## config.mk

```make
export PLATFORM = sky130hd
export DESIGN_NAME = sbat_arbiter
export DESIGN_NICKNAME = d
export VERILOG_FILES = /design/src/common/sbat_pkg.sv /design/src/common/sbat_sync_if.sv /design/src/verilog/sbat_sync.sv /design/src/verilog/sbat_arbiter.sv
export VERILOG_INCLUDE_DIRS = /design/src /design/src/common
export SDC_FILE = /design/constraint.sdc
export NUM_CORES = 1
export LEC_CHECK = 0
export BUFFER_PORTS_ARGS = -buffer_cell sky130_fd_sc_hd__clkbuf_2
export CORE_ASPECT_RATIO = 1.4
export CORE_MARGIN = 5
export CORE_UTILIZATION = 55
export DETAILED_ROUTE_END_ITERATION = 10
export GPL_TIMING_DRIVEN = 0
export HOLD_SLACK_MARGIN = 0.15
export PLACE_DENSITY = 0.79
export SLEW_MARGIN = 20
export SYNTH_ARGS = -nofsm -noshare
export SYNTH_HDL_FRONTEND = slang
export SYNTH_HIERARCHICAL = 1
export SYNTH_SLANG_ARGS = --single-unit
```

## constraint.sdc

```tcl
create_clock -name ref_clk_in -period 10.15 [get_ports ref_clk_in]
set_clock_uncertainty 0.2 [all_clocks]
set_input_delay 0 -clock ref_clk_in [delete_from_list [all_inputs] [get_ports ref_clk_in]]
set_output_delay 0 -clock ref_clk_in [all_outputs]
set_load 0.005 [all_outputs]
```

## src/common/sbat_map.svh

```systemverilog
`ifndef SBAT_MAP_SVH
`define SBAT_MAP_SVH

// Bus widths
`define SBAT_DATA_W      64
`define SBAT_HALF_W      32

// Positions of the control pins in the synchroniser vector
`define SBAT_IX_BR       0
`define SBAT_IX_BG       1
`define SBAT_IX_ABB      2
`define SBAT_IX_TS       3
`define SBAT_IX_ADDRESS_ACKNOWLEDGE     4
`define SBAT_IX_ADDRESS_RETRY    5
`define SBAT_IX_DBG      6
`define SBAT_IX_DBB      7
`define SBAT_IX_TA       8
`define SBAT_IX_DATA     9
`define SBAT_CTL_N       9

// Pin levels and reset values
`define SBAT_PIN_NEG     1'b1
`define SBAT_PIN_ASSERT  1'b0

// Cycles after an own transfer start during which a start seen on the
// pin is taken as the echo of our own drive
`define SBAT_QUIET_CYCLES 3'h4

`endif

```

## src/common/sbat_pkg.sv

```systemverilog
package sbat_pkg;
    typedef enum logic [1:0] {A_IDLE, A_REQ, A_TEN, A_REL} sbat_addr_type;
    typedef enum logic [1:0] {D_IDLE, D_WAIT, D_TEN, D_REL} sbat_data_type;
    typedef enum logic [2:0] {
        G_IDLE, G_ABUS, G_AWAIT, G_DBUS, G_DWAIT
    } sbat_arb_type;
    typedef enum logic [1:0] {R_IDLE, R_ACK, R_REL} sbat_resp_type;
endpackage : sbat_pkg

```

## src/common/sbat_sync_if.sv

```systemverilog
`timescale 1ns/1ns
`default_nettype none
interface sbat_sync_if #(parameter int W = 1);
    logic [W-1:0] raw;
    logic [W-1:0] clean;
    modport src  (output raw, input clean);
    modport sync (input raw, output clean);
endinterface : sbat_sync_if
`default_nettype wire

```

## src/verilog/sbat_sync.sv

```systemverilog
`timescale 1ns/1ns
`default_nettype none
`include "sbat_map.svh"
module sbat_sync (
    input  wire logic    ref_clk_in,
    input  wire logic    rst_in,
    sbat_sync_if.sync    bus
);
    localparam int W = $bits(bus.raw);

    // Three stages; a change counts once stages two and three agree
    genvar i;
    for (i = 0; i < W; i++) begin : g_bit
        logic s1_reg, s2_reg, s3_reg, q_reg;
        logic q_next;
        always_comb begin
            q_next = (s2_reg == s3_reg) ? s3_reg : q_reg;
        end
        always_ff @(posedge ref_clk_in or posedge rst_in) begin
            if (rst_in) begin
                s1_reg <= `SBAT_PIN_NEG;
                s2_reg <= `SBAT_PIN_NEG;
                s3_reg <= `SBAT_PIN_NEG;
                q_reg  <= `SBAT_PIN_NEG;
            end else begin
                s1_reg <= bus.raw[i];
                s2_reg <= s1_reg;
                s3_reg <= s2_reg;
                q_reg  <= q_next;
            end
        end
        assign bus.clean[i] = q_reg;
    end
endmodule : sbat_sync
`default_nettype wire

```

## src/verilog/sbat_arbiter.sv

```systemverilog
// Functional notes
// RULE1 - External arbiter: drive and assert bus request
// RULE2 - On-chip arbiter: bus request is external input
// RULE3 - On-chip arbiter: drive bus grant to externals
// RULE4 - External arbiter grants us via bus grant
// RULE5 - Hold address busy through own address tenure
// RULE6 - After acknowledge, negate address busy, then release
// RULE7 - Never take address bus while others busy
// RULE8 - Pulse transfer start at own tenure start
// RULE9 - Respond to external transfer start as needed
// RULE10 - Address acknowledge ends the address tenure
// RULE11 - Retry means master retries later; snoop retries
// RULE12 - On-chip arbiter: drive data bus grant out
// RULE13 - External arbiter grants data bus to us
// RULE14 - Hold data busy through own data tenure
// RULE15 - After transfer acknowledge, negate, then release
// RULE16 - Never take data bus while others busy
// RULE17 - Writer drives upper word, slave on reads
// RULE18 - Host port off 64-bit, on 32-bit
// RULE19 - Arbiter choice static, sets pin directions
`timescale 1ns/1ns
`default_nettype none
`include "sbat_map.svh"
module sbat_arbiter #(
    parameter int DATA_W = `SBAT_DATA_W
) (
    input  wire logic              ref_clk_in,
    input  wire logic              rst_in,
    input  wire logic              ext_arb_strap_in,
    input  wire logic              host_port_en_in,
    input  wire logic              snoop_en_in,
    input  wire logic              mst_req_in,
    input  wire logic              mst_write_in,
    input  wire logic [DATA_W-1:0] mst_wdata_in,
    output logic                   mst_addr_done_out,
    output logic                   mst_retry_out,
    output logic                   mst_data_done_out,
    output logic [DATA_W-1:0]      mst_rdata_out,
    input  wire logic              own_addr_hit_in,
    input  wire logic              snoop_hit_in,
    output logic                   ext_tenure_out,
    input  wire logic              bus_request_n_in,
    output logic                   bus_request_n_out,
    output logic                   bus_request_oe_out,
    input  wire logic              bus_grant_n_in,
    output logic                   bus_grant_n_out,
    output logic                   bus_grant_oe_out,
    input  wire logic              address_busy_n_in,
    output logic                   address_busy_n_out,
    output logic                   address_busy_oe_out,
    input  wire logic              transfer_start_n_in,
    output logic                   transfer_start_n_out,
    output logic                   transfer_start_oe_out,
    input  wire logic              address_acknowledge_n_in,
    output logic                   address_acknowledge_n_out,
    output logic                   address_acknowledge_oe_out,
    input  wire logic              address_retry_n_in,
    output logic                   address_retry_n_out,
    output logic                   address_retry_oe_out,
    input  wire logic              data_bus_grant_n_in,
    output logic                   data_bus_grant_n_out,
    output logic                   data_bus_grant_oe_out,
    input  wire logic              data_busy_n_in,
    output logic                   data_busy_n_out,
    output logic                   data_busy_oe_out,
    input  wire logic              transfer_acknowledge_n_in,
    input  wire logic [DATA_W-1:0] data_in,
    output logic [DATA_W-1:0]      data_out,
    output logic [1:0]             data_oe_out
);
    localparam int HW = `SBAT_HALF_W;
    localparam int SW = `SBAT_CTL_N + DATA_W;

    if (DATA_W != 2 * HW) begin : g_check
        $error("DATA_W must be twice the half word");
    end

    sbat_sync_if #(.W(SW)) sy ();
    assign sy.raw = {data_in, transfer_acknowledge_n_in, data_busy_n_in,
                     data_bus_grant_n_in, address_retry_n_in,
                     address_acknowledge_n_in, transfer_start_n_in,
                     address_busy_n_in, bus_grant_n_in, bus_request_n_in};

    sbat_sync u_sync (
        .ref_clk_in (ref_clk_in),
        .rst_in     (rst_in),
        .bus        (sy)
    );

    logic              s_br, s_bg, s_abb, s_ts, s_address_acknowledge, s_address_retry;
    logic              s_dbg, s_dbb, s_ta;
    logic [DATA_W-1:0] s_data;
    assign s_br    = ~sy.clean[`SBAT_IX_BR];
    assign s_bg    = ~sy.clean[`SBAT_IX_BG];
    assign s_abb   = ~sy.clean[`SBAT_IX_ABB];
    assign s_ts    = ~sy.clean[`SBAT_IX_TS];
    assign s_address_acknowledge  = ~sy.clean[`SBAT_IX_ADDRESS_ACKNOWLEDGE];
    assign s_address_retry = ~sy.clean[`SBAT_IX_ADDRESS_RETRY];
    assign s_dbg   = ~sy.clean[`SBAT_IX_DBG];
    assign s_dbb   = ~sy.clean[`SBAT_IX_DBB];
    assign s_ta    = ~sy.clean[`SBAT_IX_TA];
    assign s_data  = sy.clean[SW-1:`SBAT_IX_DATA];

    sbat_pkg::sbat_addr_type a_reg, a_next;
    sbat_pkg::sbat_data_type d_reg, d_next;
    sbat_pkg::sbat_arb_type  g_reg, g_next;
    sbat_pkg::sbat_resp_type r_reg, r_next;
    logic              ext_mode_reg, ext_mode_next;
    logic              mode_ok_reg, mode_ok_next;
    logic              wr_reg, wr_next;
    logic              ts_prev_reg;
    logic [2:0]        quiet_reg, quiet_next;
    logic              br_n_next, br_oe_next, bg_n_next, bg_oe_next;
    logic              abb_n_next, abb_oe_next, ts_n_next, ts_oe_next;
    logic              address_acknowledge_n_next, address_acknowledge_oe_next, rty_n_next, rty_oe_next;
    logic              dbg_n_next, dbg_oe_next, dbb_n_next, dbb_oe_next;
    logic              adone_next, retry_next, ddone_next, ext_ten_next;
    logic [DATA_W-1:0] rdata_next, dout_next;
    logic [1:0]        doe_next;
    logic              agrant, dgrant, ext_ts, resp_go, hit_own, hit_snp;

    // Own one-cycle start never passes the synchroniser; mask it out as well
    assign ext_ts  = s_ts & ~ts_prev_reg & (quiet_reg == 3'h0)
                     & ~transfer_start_oe_out;                     // RULE9
    assign hit_own = own_addr_hit_in;
    assign hit_snp = snoop_en_in & snoop_hit_in;
    assign resp_go = (r_reg == sbat_pkg::R_IDLE) & ext_ts
                     & (hit_own | hit_snp);
    assign agrant  = ext_mode_reg ? s_bg                           // RULE4
                   : (g_reg == sbat_pkg::G_IDLE) & ~s_br;          // RULE2
    assign dgrant  = ext_mode_reg ? s_dbg : 1'b1;                  // RULE13

    always_comb begin
        a_next        = a_reg;
        d_next        = d_reg;
        g_next        = g_reg;
        r_next        = r_reg;
        wr_next       = wr_reg;
        ext_mode_next = ext_mode_reg;
        mode_ok_next  = 1'b1;
        quiet_next    = (quiet_reg == 3'h0) ? 3'h0 : quiet_reg - 3'h1;
        adone_next    = 1'b0;
        retry_next    = 1'b0;
        ddone_next    = 1'b0;
        ext_ten_next  = ext_ts;
        rdata_next    = mst_rdata_out;
        if (!mode_ok_reg) begin
            ext_mode_next = ext_arb_strap_in;                      // RULE19
        end
        unique case (a_reg)
            sbat_pkg::A_IDLE: begin
                if (mst_req_in && mode_ok_reg && d_reg == sbat_pkg::D_IDLE)
                    a_next = sbat_pkg::A_REQ;
            end
            sbat_pkg::A_REQ: begin
                if (agrant && !s_abb) begin                        // RULE7
                    a_next     = sbat_pkg::A_TEN;
                    wr_next    = mst_write_in;
                    quiet_next = `SBAT_QUIET_CYCLES;
                end
            end
            sbat_pkg::A_TEN: begin
                if (s_address_acknowledge) begin                                  // RULE10
                    a_next = sbat_pkg::A_REL;
                    if (s_address_retry) begin
                        retry_next = 1'b1;                         // RULE11
                    end else begin
                        adone_next = 1'b1;
                        d_next     = sbat_pkg::D_WAIT;
                    end
                end
            end
            sbat_pkg::A_REL: a_next = sbat_pkg::A_IDLE;
        endcase
        unique case (d_reg)
            sbat_pkg::D_IDLE: ;
            sbat_pkg::D_WAIT: begin
                if (dgrant && !s_dbb)                              // RULE16
                    d_next = sbat_pkg::D_TEN;
            end
            sbat_pkg::D_TEN: begin
                if (s_ta) begin
                    d_next     = sbat_pkg::D_REL;
                    ddone_next = 1'b1;
                    if (!wr_reg)                                   // RULE17
                        rdata_next = host_port_en_in
                            ? {{HW{1'b0}}, s_data[DATA_W-1:HW]}    // RULE18
                            : s_data;
                end
            end
            sbat_pkg::D_REL: d_next = sbat_pkg::D_IDLE;
        endcase
        unique case (g_reg)
            sbat_pkg::G_IDLE: begin
                if (!ext_mode_reg && mode_ok_reg && s_br
                    && a_reg == sbat_pkg::A_IDLE)
                    g_next = sbat_pkg::G_ABUS;
            end
            sbat_pkg::G_ABUS: if (ext_ts) g_next = sbat_pkg::G_AWAIT;
            sbat_pkg::G_AWAIT: begin
                // Own one-cycle response never passes the pin filter
                if (s_address_acknowledge || r_reg == sbat_pkg::R_ACK)            // RULE10
                    g_next = (s_address_retry || !address_retry_n_out)
                           ? sbat_pkg::G_IDLE : sbat_pkg::G_DBUS;
            end
            sbat_pkg::G_DBUS: if (s_dbb) g_next = sbat_pkg::G_DWAIT;
            sbat_pkg::G_DWAIT: if (!s_dbb) g_next = sbat_pkg::G_IDLE;
            default: g_next = sbat_pkg::G_IDLE;
        endcase
        unique case (r_reg)
            sbat_pkg::R_IDLE: if (resp_go) r_next = sbat_pkg::R_ACK;
            sbat_pkg::R_ACK:  r_next = sbat_pkg::R_REL;
            sbat_pkg::R_REL:  r_next = sbat_pkg::R_IDLE;
            default:          r_next = sbat_pkg::R_IDLE;
        endcase

        // Pin drives: asserted low; busy and response pins are then negated for one cycle and released, request and grants stay driven
        br_oe_next  = ext_mode_next & mode_ok_next;                // RULE19
        br_n_next   = ~(ext_mode_reg & (a_next == sbat_pkg::A_REQ)); // RULE1
        bg_oe_next  = ~ext_mode_next & mode_ok_next;
        bg_n_next   = ~(g_next == sbat_pkg::G_ABUS);               // RULE3
        dbg_oe_next = ~ext_mode_next & mode_ok_next;
        dbg_n_next  = ~(g_next == sbat_pkg::G_DBUS);               // RULE12
        ts_oe_next  = (a_next == sbat_pkg::A_TEN);
        ts_n_next   = ~(a_next == sbat_pkg::A_TEN
                        && a_reg != sbat_pkg::A_TEN);              // RULE8
        abb_oe_next = (a_next == sbat_pkg::A_TEN)
                    | (a_next == sbat_pkg::A_REL);
        abb_n_next  = (a_next == sbat_pkg::A_REL);                 // RULE5 RULE6
        dbb_oe_next = (d_next == sbat_pkg::D_TEN)
                    | (d_next == sbat_pkg::D_REL);
        dbb_n_next  = (d_next == sbat_pkg::D_REL);                 // RULE14 RULE15
        address_acknowledge_oe_next = (resp_go & hit_own)
                     | ((r_reg == sbat_pkg::R_ACK) & address_acknowledge_oe_out);
        address_acknowledge_n_next  = ~(resp_go & hit_own);                       // RULE10
        rty_oe_next  = (resp_go & hit_snp)
                     | ((r_reg == sbat_pkg::R_ACK) & address_retry_oe_out);
        rty_n_next   = ~(resp_go & hit_snp);                       // RULE11
        dout_next   = host_port_en_in
                    ? {mst_wdata_in[HW-1:0], {HW{1'b0}}} : mst_wdata_in;
        doe_next[1] = wr_next & (d_next == sbat_pkg::D_TEN);       // RULE17
        doe_next[0] = doe_next[1] & ~host_port_en_in;              // RULE18
    end

    always_ff @(posedge ref_clk_in or posedge rst_in) begin
        if (rst_in) begin
            a_reg <= sbat_pkg::A_IDLE;
            d_reg <= sbat_pkg::D_IDLE;
            g_reg <= sbat_pkg::G_IDLE;
            r_reg <= sbat_pkg::R_IDLE;
            ext_mode_reg <= 1'b0;
            mode_ok_reg  <= 1'b0;
            wr_reg       <= 1'b0;
            ts_prev_reg  <= 1'b0;
            quiet_reg    <= 3'h0;
            mst_addr_done_out <= 1'b0;
            mst_retry_out     <= 1'b0;
            mst_data_done_out <= 1'b0;
            mst_rdata_out     <= '0;
            ext_tenure_out    <= 1'b0;
            bus_request_n_out <= `SBAT_PIN_NEG;
            bus_request_oe_out <= 1'b0;
            bus_grant_n_out   <= `SBAT_PIN_NEG;
            bus_grant_oe_out  <= 1'b0;
            address_busy_n_out <= `SBAT_PIN_NEG;
            address_busy_oe_out <= 1'b0;
            transfer_start_n_out <= `SBAT_PIN_NEG;
            transfer_start_oe_out <= 1'b0;
            address_acknowledge_n_out <= `SBAT_PIN_NEG;
            address_acknowledge_oe_out <= 1'b0;
            address_retry_n_out <= `SBAT_PIN_NEG;
            address_retry_oe_out <= 1'b0;
            data_bus_grant_n_out <= `SBAT_PIN_NEG;
            data_bus_grant_oe_out <= 1'b0;
            data_busy_n_out <= `SBAT_PIN_NEG;
            data_busy_oe_out <= 1'b0;
            data_out    <= '0;
            data_oe_out <= 2'h0;
        end else begin
            a_reg <= a_next;
            d_reg <= d_next;
            g_reg <= g_next;
            r_reg <= r_next;
            ext_mode_reg <= ext_mode_next;
            mode_ok_reg  <= mode_ok_next;
            wr_reg       <= wr_next;
            ts_prev_reg  <= s_ts;
            quiet_reg    <= quiet_next;
            mst_addr_done_out <= adone_next;
            mst_retry_out     <= retry_next;
            mst_data_done_out <= ddone_next;
            mst_rdata_out     <= rdata_next;
            ext_tenure_out    <= ext_ten_next;
            bus_request_n_out <= br_n_next;
            bus_request_oe_out <= br_oe_next;
            bus_grant_n_out   <= bg_n_next;
            bus_grant_oe_out  <= bg_oe_next;
            address_busy_n_out <= abb_n_next;
            address_busy_oe_out <= abb_oe_next;
            transfer_start_n_out <= ts_n_next;
            transfer_start_oe_out <= ts_oe_next;
            address_acknowledge_n_out <= address_acknowledge_n_next;
            address_acknowledge_oe_out <= address_acknowledge_oe_next;
            address_retry_n_out <= rty_n_next;
            address_retry_oe_out <= rty_oe_next;
            data_bus_grant_n_out <= dbg_n_next;
            data_bus_grant_oe_out <= dbg_oe_next;
            data_busy_n_out <= dbb_n_next;
            data_busy_oe_out <= dbb_oe_next;
            data_out    <= dout_next;
            data_oe_out <= doe_next;
        end
    end
endmodule : sbat_arbiter
`default_nettype wire

```

==> results of run 1 <==
[metrics by stage]
stage / setup slack, ns / std cells / hold WS (ns)
3_5_place_dp: 8.00 / 1644 / -0.111
3_3_place_gp: 2.61 / 1641 / -0.113
2_1_floorplan: 4.53 / 977 / -0.196
[cell usage after synthesis, types with 2 or more instances]
cell type	instances	area, um2
nor2b_1	34	213
nor2_1	8	30.0
nand3_1	2	10.0
buf_2	10	50.1
nand3b_1	33	248
dfstp_2	300	7880
inv_1	12	45.0
or2_2	3	18.8
ha_1	2	25.0
dfrtp_1	156	3900
buf_6	5	56.3
a21oi_1	5	25.0
o21ai_1	8	40.0
nor3_1	5	25.0
nand2_1	110	413
mux2_2	32	360
buf_4	74	556
nand2b_1	5	31.3
a22o_1	2	17.5
o211ai_1	2	15.0
clkbuf_1	11	41.3
maj3_2	73	822
o21ai_0	27	135
clkbuf_2	2	10.0
mux2i_1	34	340
[logic make-up after synthesis]
logic type | count (synthesis) | share of synthesized area
AOI/OAI and AO/OA | 50 | 0.0186
and+or+nand+nor | 213 | 0.0724
muxes | 66 | 0.0452
other | 1 | 0.000242
DFF | 456 | 0.760
adders and majority gates | 75 | 0.0546
buffers and inverters | 116 | 0.0493
==> flow_metrics.env, run 1 <==
export IMPL_portBuffers=294
export IMPL_place_area_um2=17500
export IMPL_start_util=0.559
export IMPL_cts_resized=0
export IMPL_synth_edff_count=0
export IMPL_place_detailed_hpwl_mm=21.8
export IMPL_clockBufferDepth=3
export IMPL_post_cts_setup_buffer_count=0
export IMPL_core_rowCount=72
export IMPL_io_pins=296
export IMPL_ys_warn_count=6
export IMPL_synth_async_reset_ratio=1.00
export IMPL_cts_buffers=40
export IMPL_synthFlopType="dfstp_2"
export IMPL_ys_ff_latch=456
export IMPL_syn_nets=1125
export IMPL_netlist_area_um2=15500
export IMPL_status="aborted with a tool error"
export IMPL_seq_area_frac_synth=0.760
export IMPL_cts_hold_buf=345
export IMPL_tool_error="[ERROR RSZ-0060] Max buffer count reached."
export IMPL_syn_inst=977
export IMPL_synth_area_per_cell_um2=15.9
export IMPL_lastStage="clock tree synthesis"
export IMPL_gp_congestion=0.878
export IMPL_clock_sinks=456
export IMPL_die_h_um=209
export IMPL_clockRootBuffer="clkbuf_16"
export IMPL_die_w_um=152
export IMPL_synthDistinctLibCells=47
export IMPL_htreeDepth=2
==> inputs of run 2 (changes only) <==
Settings changed: CORE_ASPECT_RATIO 1.4 to unset, CORE_UTILIZATION 55 to 40, HOLD_SLACK_MARGIN 0.15 to unset, PLACE_DENSITY 0.79 to unset, PLACE_DENSITY_LB_ADDON set to 0.15.
==> run 2 against run 1 <==
Against the previous run: the run now ends clean; area after synthesis stayed put; synthesized cell count did not move.
==> flow_metrics.env, run 2 <==
export IMPL_leakage_nw=10.2
export IMPL_syn_inst=977
export IMPL_synth_async_reset_ratio=1.00
export IMPL_finalWorstSetupSlack_ns=7.52
export IMPL_clock_sinks=456
export IMPL_layout_commonest_cell="dfstp_2"
export IMPL_synthFlopType="dfstp_2"
export IMPL_min_path_type="in2async"
export IMPL_grt_use_met3=0.0398
export IMPL_htreeDepth=2
export IMPL_fin_crit_ns=2.63
export IMPL_crit_family="simple AND/OR/NAND/NOR gates"
export IMPL_core_area_um2=38600
export IMPL_clockBufferDepth=3
export IMPL_powerDensity_nw_per_um2=216
export IMPL_cts_clk_slew_worst_paths_ns=0.06
export IMPL_stdcell_area_um2=22400
export IMPL_cts_resized=0
export IMPL_dr_pass1_iters=6
export IMPL_finalPower_mw=4.82
export IMPL_ys_ff_latch=456
export IMPL_synth_area_leader_cell="dfstp_2"
export IMPL_synth_commonest_cells="dfstp_2 (300), dfrtp_1 (156), nand2_1 (110)"
export IMPL_max_stage_delay_ns=0.62
export IMPL_rr_endpoint="r_reg[0]"
export IMPL_synthTopCellsByArea="dfstp_2 (51%), dfrtp_1 (25%), maj3_2 (5.3%), buf_4 (3.6%), nand2_1 (2.7%)"
export IMPL_cts_buffers=47
export IMPL_gp_congestion=0.727
export IMPL_cts_hold_buf=292
export IMPL_maxCapViolCount=0
export IMPL_pre_cts_ws_ns=7.91
export IMPL_rr_startpoint="quiet_reg[0]"
export IMPL_tritoncts="built"
export IMPL_portBuffers=294
export IMPL_ys_warn_count=6
export IMPL_regArea_um2=11800
export IMPL_crit_chain="nor2_1 -> ha_1 -> or4b_4 -> nor3_1 -> nand3_1 -> dlygate4sd3_1 -> nand2_1"
export IMPL_top_usage_layer="met2"
export IMPL_fin_nets=1764
export IMPL_totalWireLength_mm=36.7
export IMPL_r2r_cells=7
export IMPL_place_area_um2=17800
export IMPL_grt_overflow=0
export IMPL_final_cell_mix="dfstp_2 (300), clkbuf_2 (296), dlygate4sd3_1 (292), dfrtp_1 (156), nand2_1 (110)"
export IMPL_grt_pass1_vias=10400
export IMPL_die_w_um=207
export IMPL_setup_viol=0
export IMPL_synthDistinctLibCells=47
export IMPL_crit_buf_inv=1
export IMPL_antenna_left=0
export IMPL_max_slew_margin=0.469
export IMPL_max_freq_ghz=0.381
export IMPL_wl_per_cell_um=16.9
export IMPL_place_detailed_hpwl_mm=22.3
export IMPL_cp_required_ns=10.45
export IMPL_clockRootBuffer="clkbuf_16"
export IMPL_netlist_area_um2=15500
export IMPL_hold_viol=0
export IMPL_path_depth=7
export IMPL_worst_path_max_fanout=4
export IMPL_use_met2=0.288
export IMPL_netlist_area_leader_share=0.508
export IMPL_min_period_over_period=0.259
export IMPL_rsz0062_at_grt="no"
export IMPL_yosysMostFrequentCell="dfstp_2"
export IMPL_grt_pass1_wl_mm=57.4
export IMPL_die_area_um2=42800
export IMPL_die_h_um=207
export IMPL_cp_end_kind="register"
export IMPL_r2r_setup_slack_ns=7.52
export IMPL_syn2layout_area_growth_pct=44.1
export IMPL_startpoint_type="register"
export IMPL_critPathArrivalTime_ns=2.93
export IMPL_dr_total_vias=9558
export IMPL_fin_tns_setup_ns=0
export IMPL_synth_edff_count=0
export IMPL_seq_area_frac_synth=0.760
export IMPL_drive_above_1_share=0.540
export IMPL_use_met1=0.220
export IMPL_fillers=3016
export IMPL_ir_drop_mv=0.136
export IMPL_multi_input_area_um2=2960
export IMPL_path_class="reg2reg"
export IMPL_grt_max_degree=93
export IMPL_status="finished, final reports clean"
export IMPL_synth_area_per_cell_um2=15.9
export IMPL_cpMaxStageDelayCell="dlygate4sd3_1"
export IMPL_viasPerCell=4.40
export IMPL_worst_pin_slew_ns=0.796
export IMPL_worstSkewPairLatency_ns=0.56
export IMPL_gr_usage_all_layers=0.172
export IMPL_antenna_found_initial=1
export IMPL_core_rowCount=72
export IMPL_drt_iter0_drc=435
export IMPL_io_pins=296
export IMPL_post_cts_setup_buffer_count=0
export IMPL_start_util=0.402
export IMPL_syn_nets=1125
export IMPL_drc=0
export IMPL_finalMaxSlewViolations=0
==> run 2: power breakdown <==
group / switching (mW) / internal [mW] / leakage, nW
combinational: 0.352 / 0.381 / 4.28
clock: 0.711 / 1.09 / 0.826
sequential: 0.154 / 2.13 / 5.10
total: 1.22 / 3.60 / 10.2
==> run 2: layer usage <==
| layer | wire length (um) | vias to the layer above |
|---|---|---|
| met4 | 1190 | 0 |
| met1 | 15300 | 4756 |
| met3 | 2660 | 74 |
| li1 | - | 4428 |
| met5 | 0 | - |
| met2 | 17600 | 300 |
==> run 2: kinds of logic (layout without fill, tap and decap cells) <==
kind of cell / after synthesis / count (layout) / share of synthesized area
compound gates: 50 / 50 / 0.0186
fa+ha+maj: 75 / 75 / 0.0546
buf+inv: 116 / 793 / 0.0493
flops: 456 / 456 / 0.760
mux: 66 / 66 / 0.0452
other cells: 1 / 2 / 0.000242
simple gates: 213 / 213 / 0.0724
==> run 2: cell type report <==
class                      instances  area share
antenna                            1    0.000112
buffer                           103      0.0321
clock buffer                      60      0.0617
clock inverter                    27      0.0128
inverter                          13     0.00285
multi-input combinational        405       0.133
sequential                       456       0.527
tap                              518      0.0290
timing repair buffer             590       0.202
==> run 2: worst reg2reg max path, stage by stage (launching register included) <==
cell and delay, ns:
dfrtp_1 0.39, nor2_1 0.20, ha_1 0.21, or4b_4 0.50, nor3_1 0.26, nand3_1 0.12
dlygate4sd3_1 0.62, nand2_1 0.09
==> run 2: how the worst max path moves through the flow <==
stage	start	endpoint	slack [ns]
floorplan	rst_in	u_sync/g_bit[0].q_reg	4.53
global placement	rst_in	u_sync/g_bit[52].s1_reg	2.16
detailed placement	d_reg[0]	mst_rdata_out[42]	7.91
CTS	quiet_reg[0]	r_reg[0]	7.51
global route	quiet_reg[0]	r_reg[0]	7.32
finish	quiet_reg[0]	r_reg[0]	7.52
==> run 2: metrics by stage <==
stage          utilization  hold WS, ns  cells
3_5_place_dp         0.461       -0.111   1793
2_1_floorplan            -       -0.196    977
4_1_cts              0.580    0.0000945   2172
6_report             0.580       0.0244   2173
5_1_grt              0.580       0.0412   2173
3_3_place_gp         0.457       -0.113   1789
(Power assumes the default switching activity.)
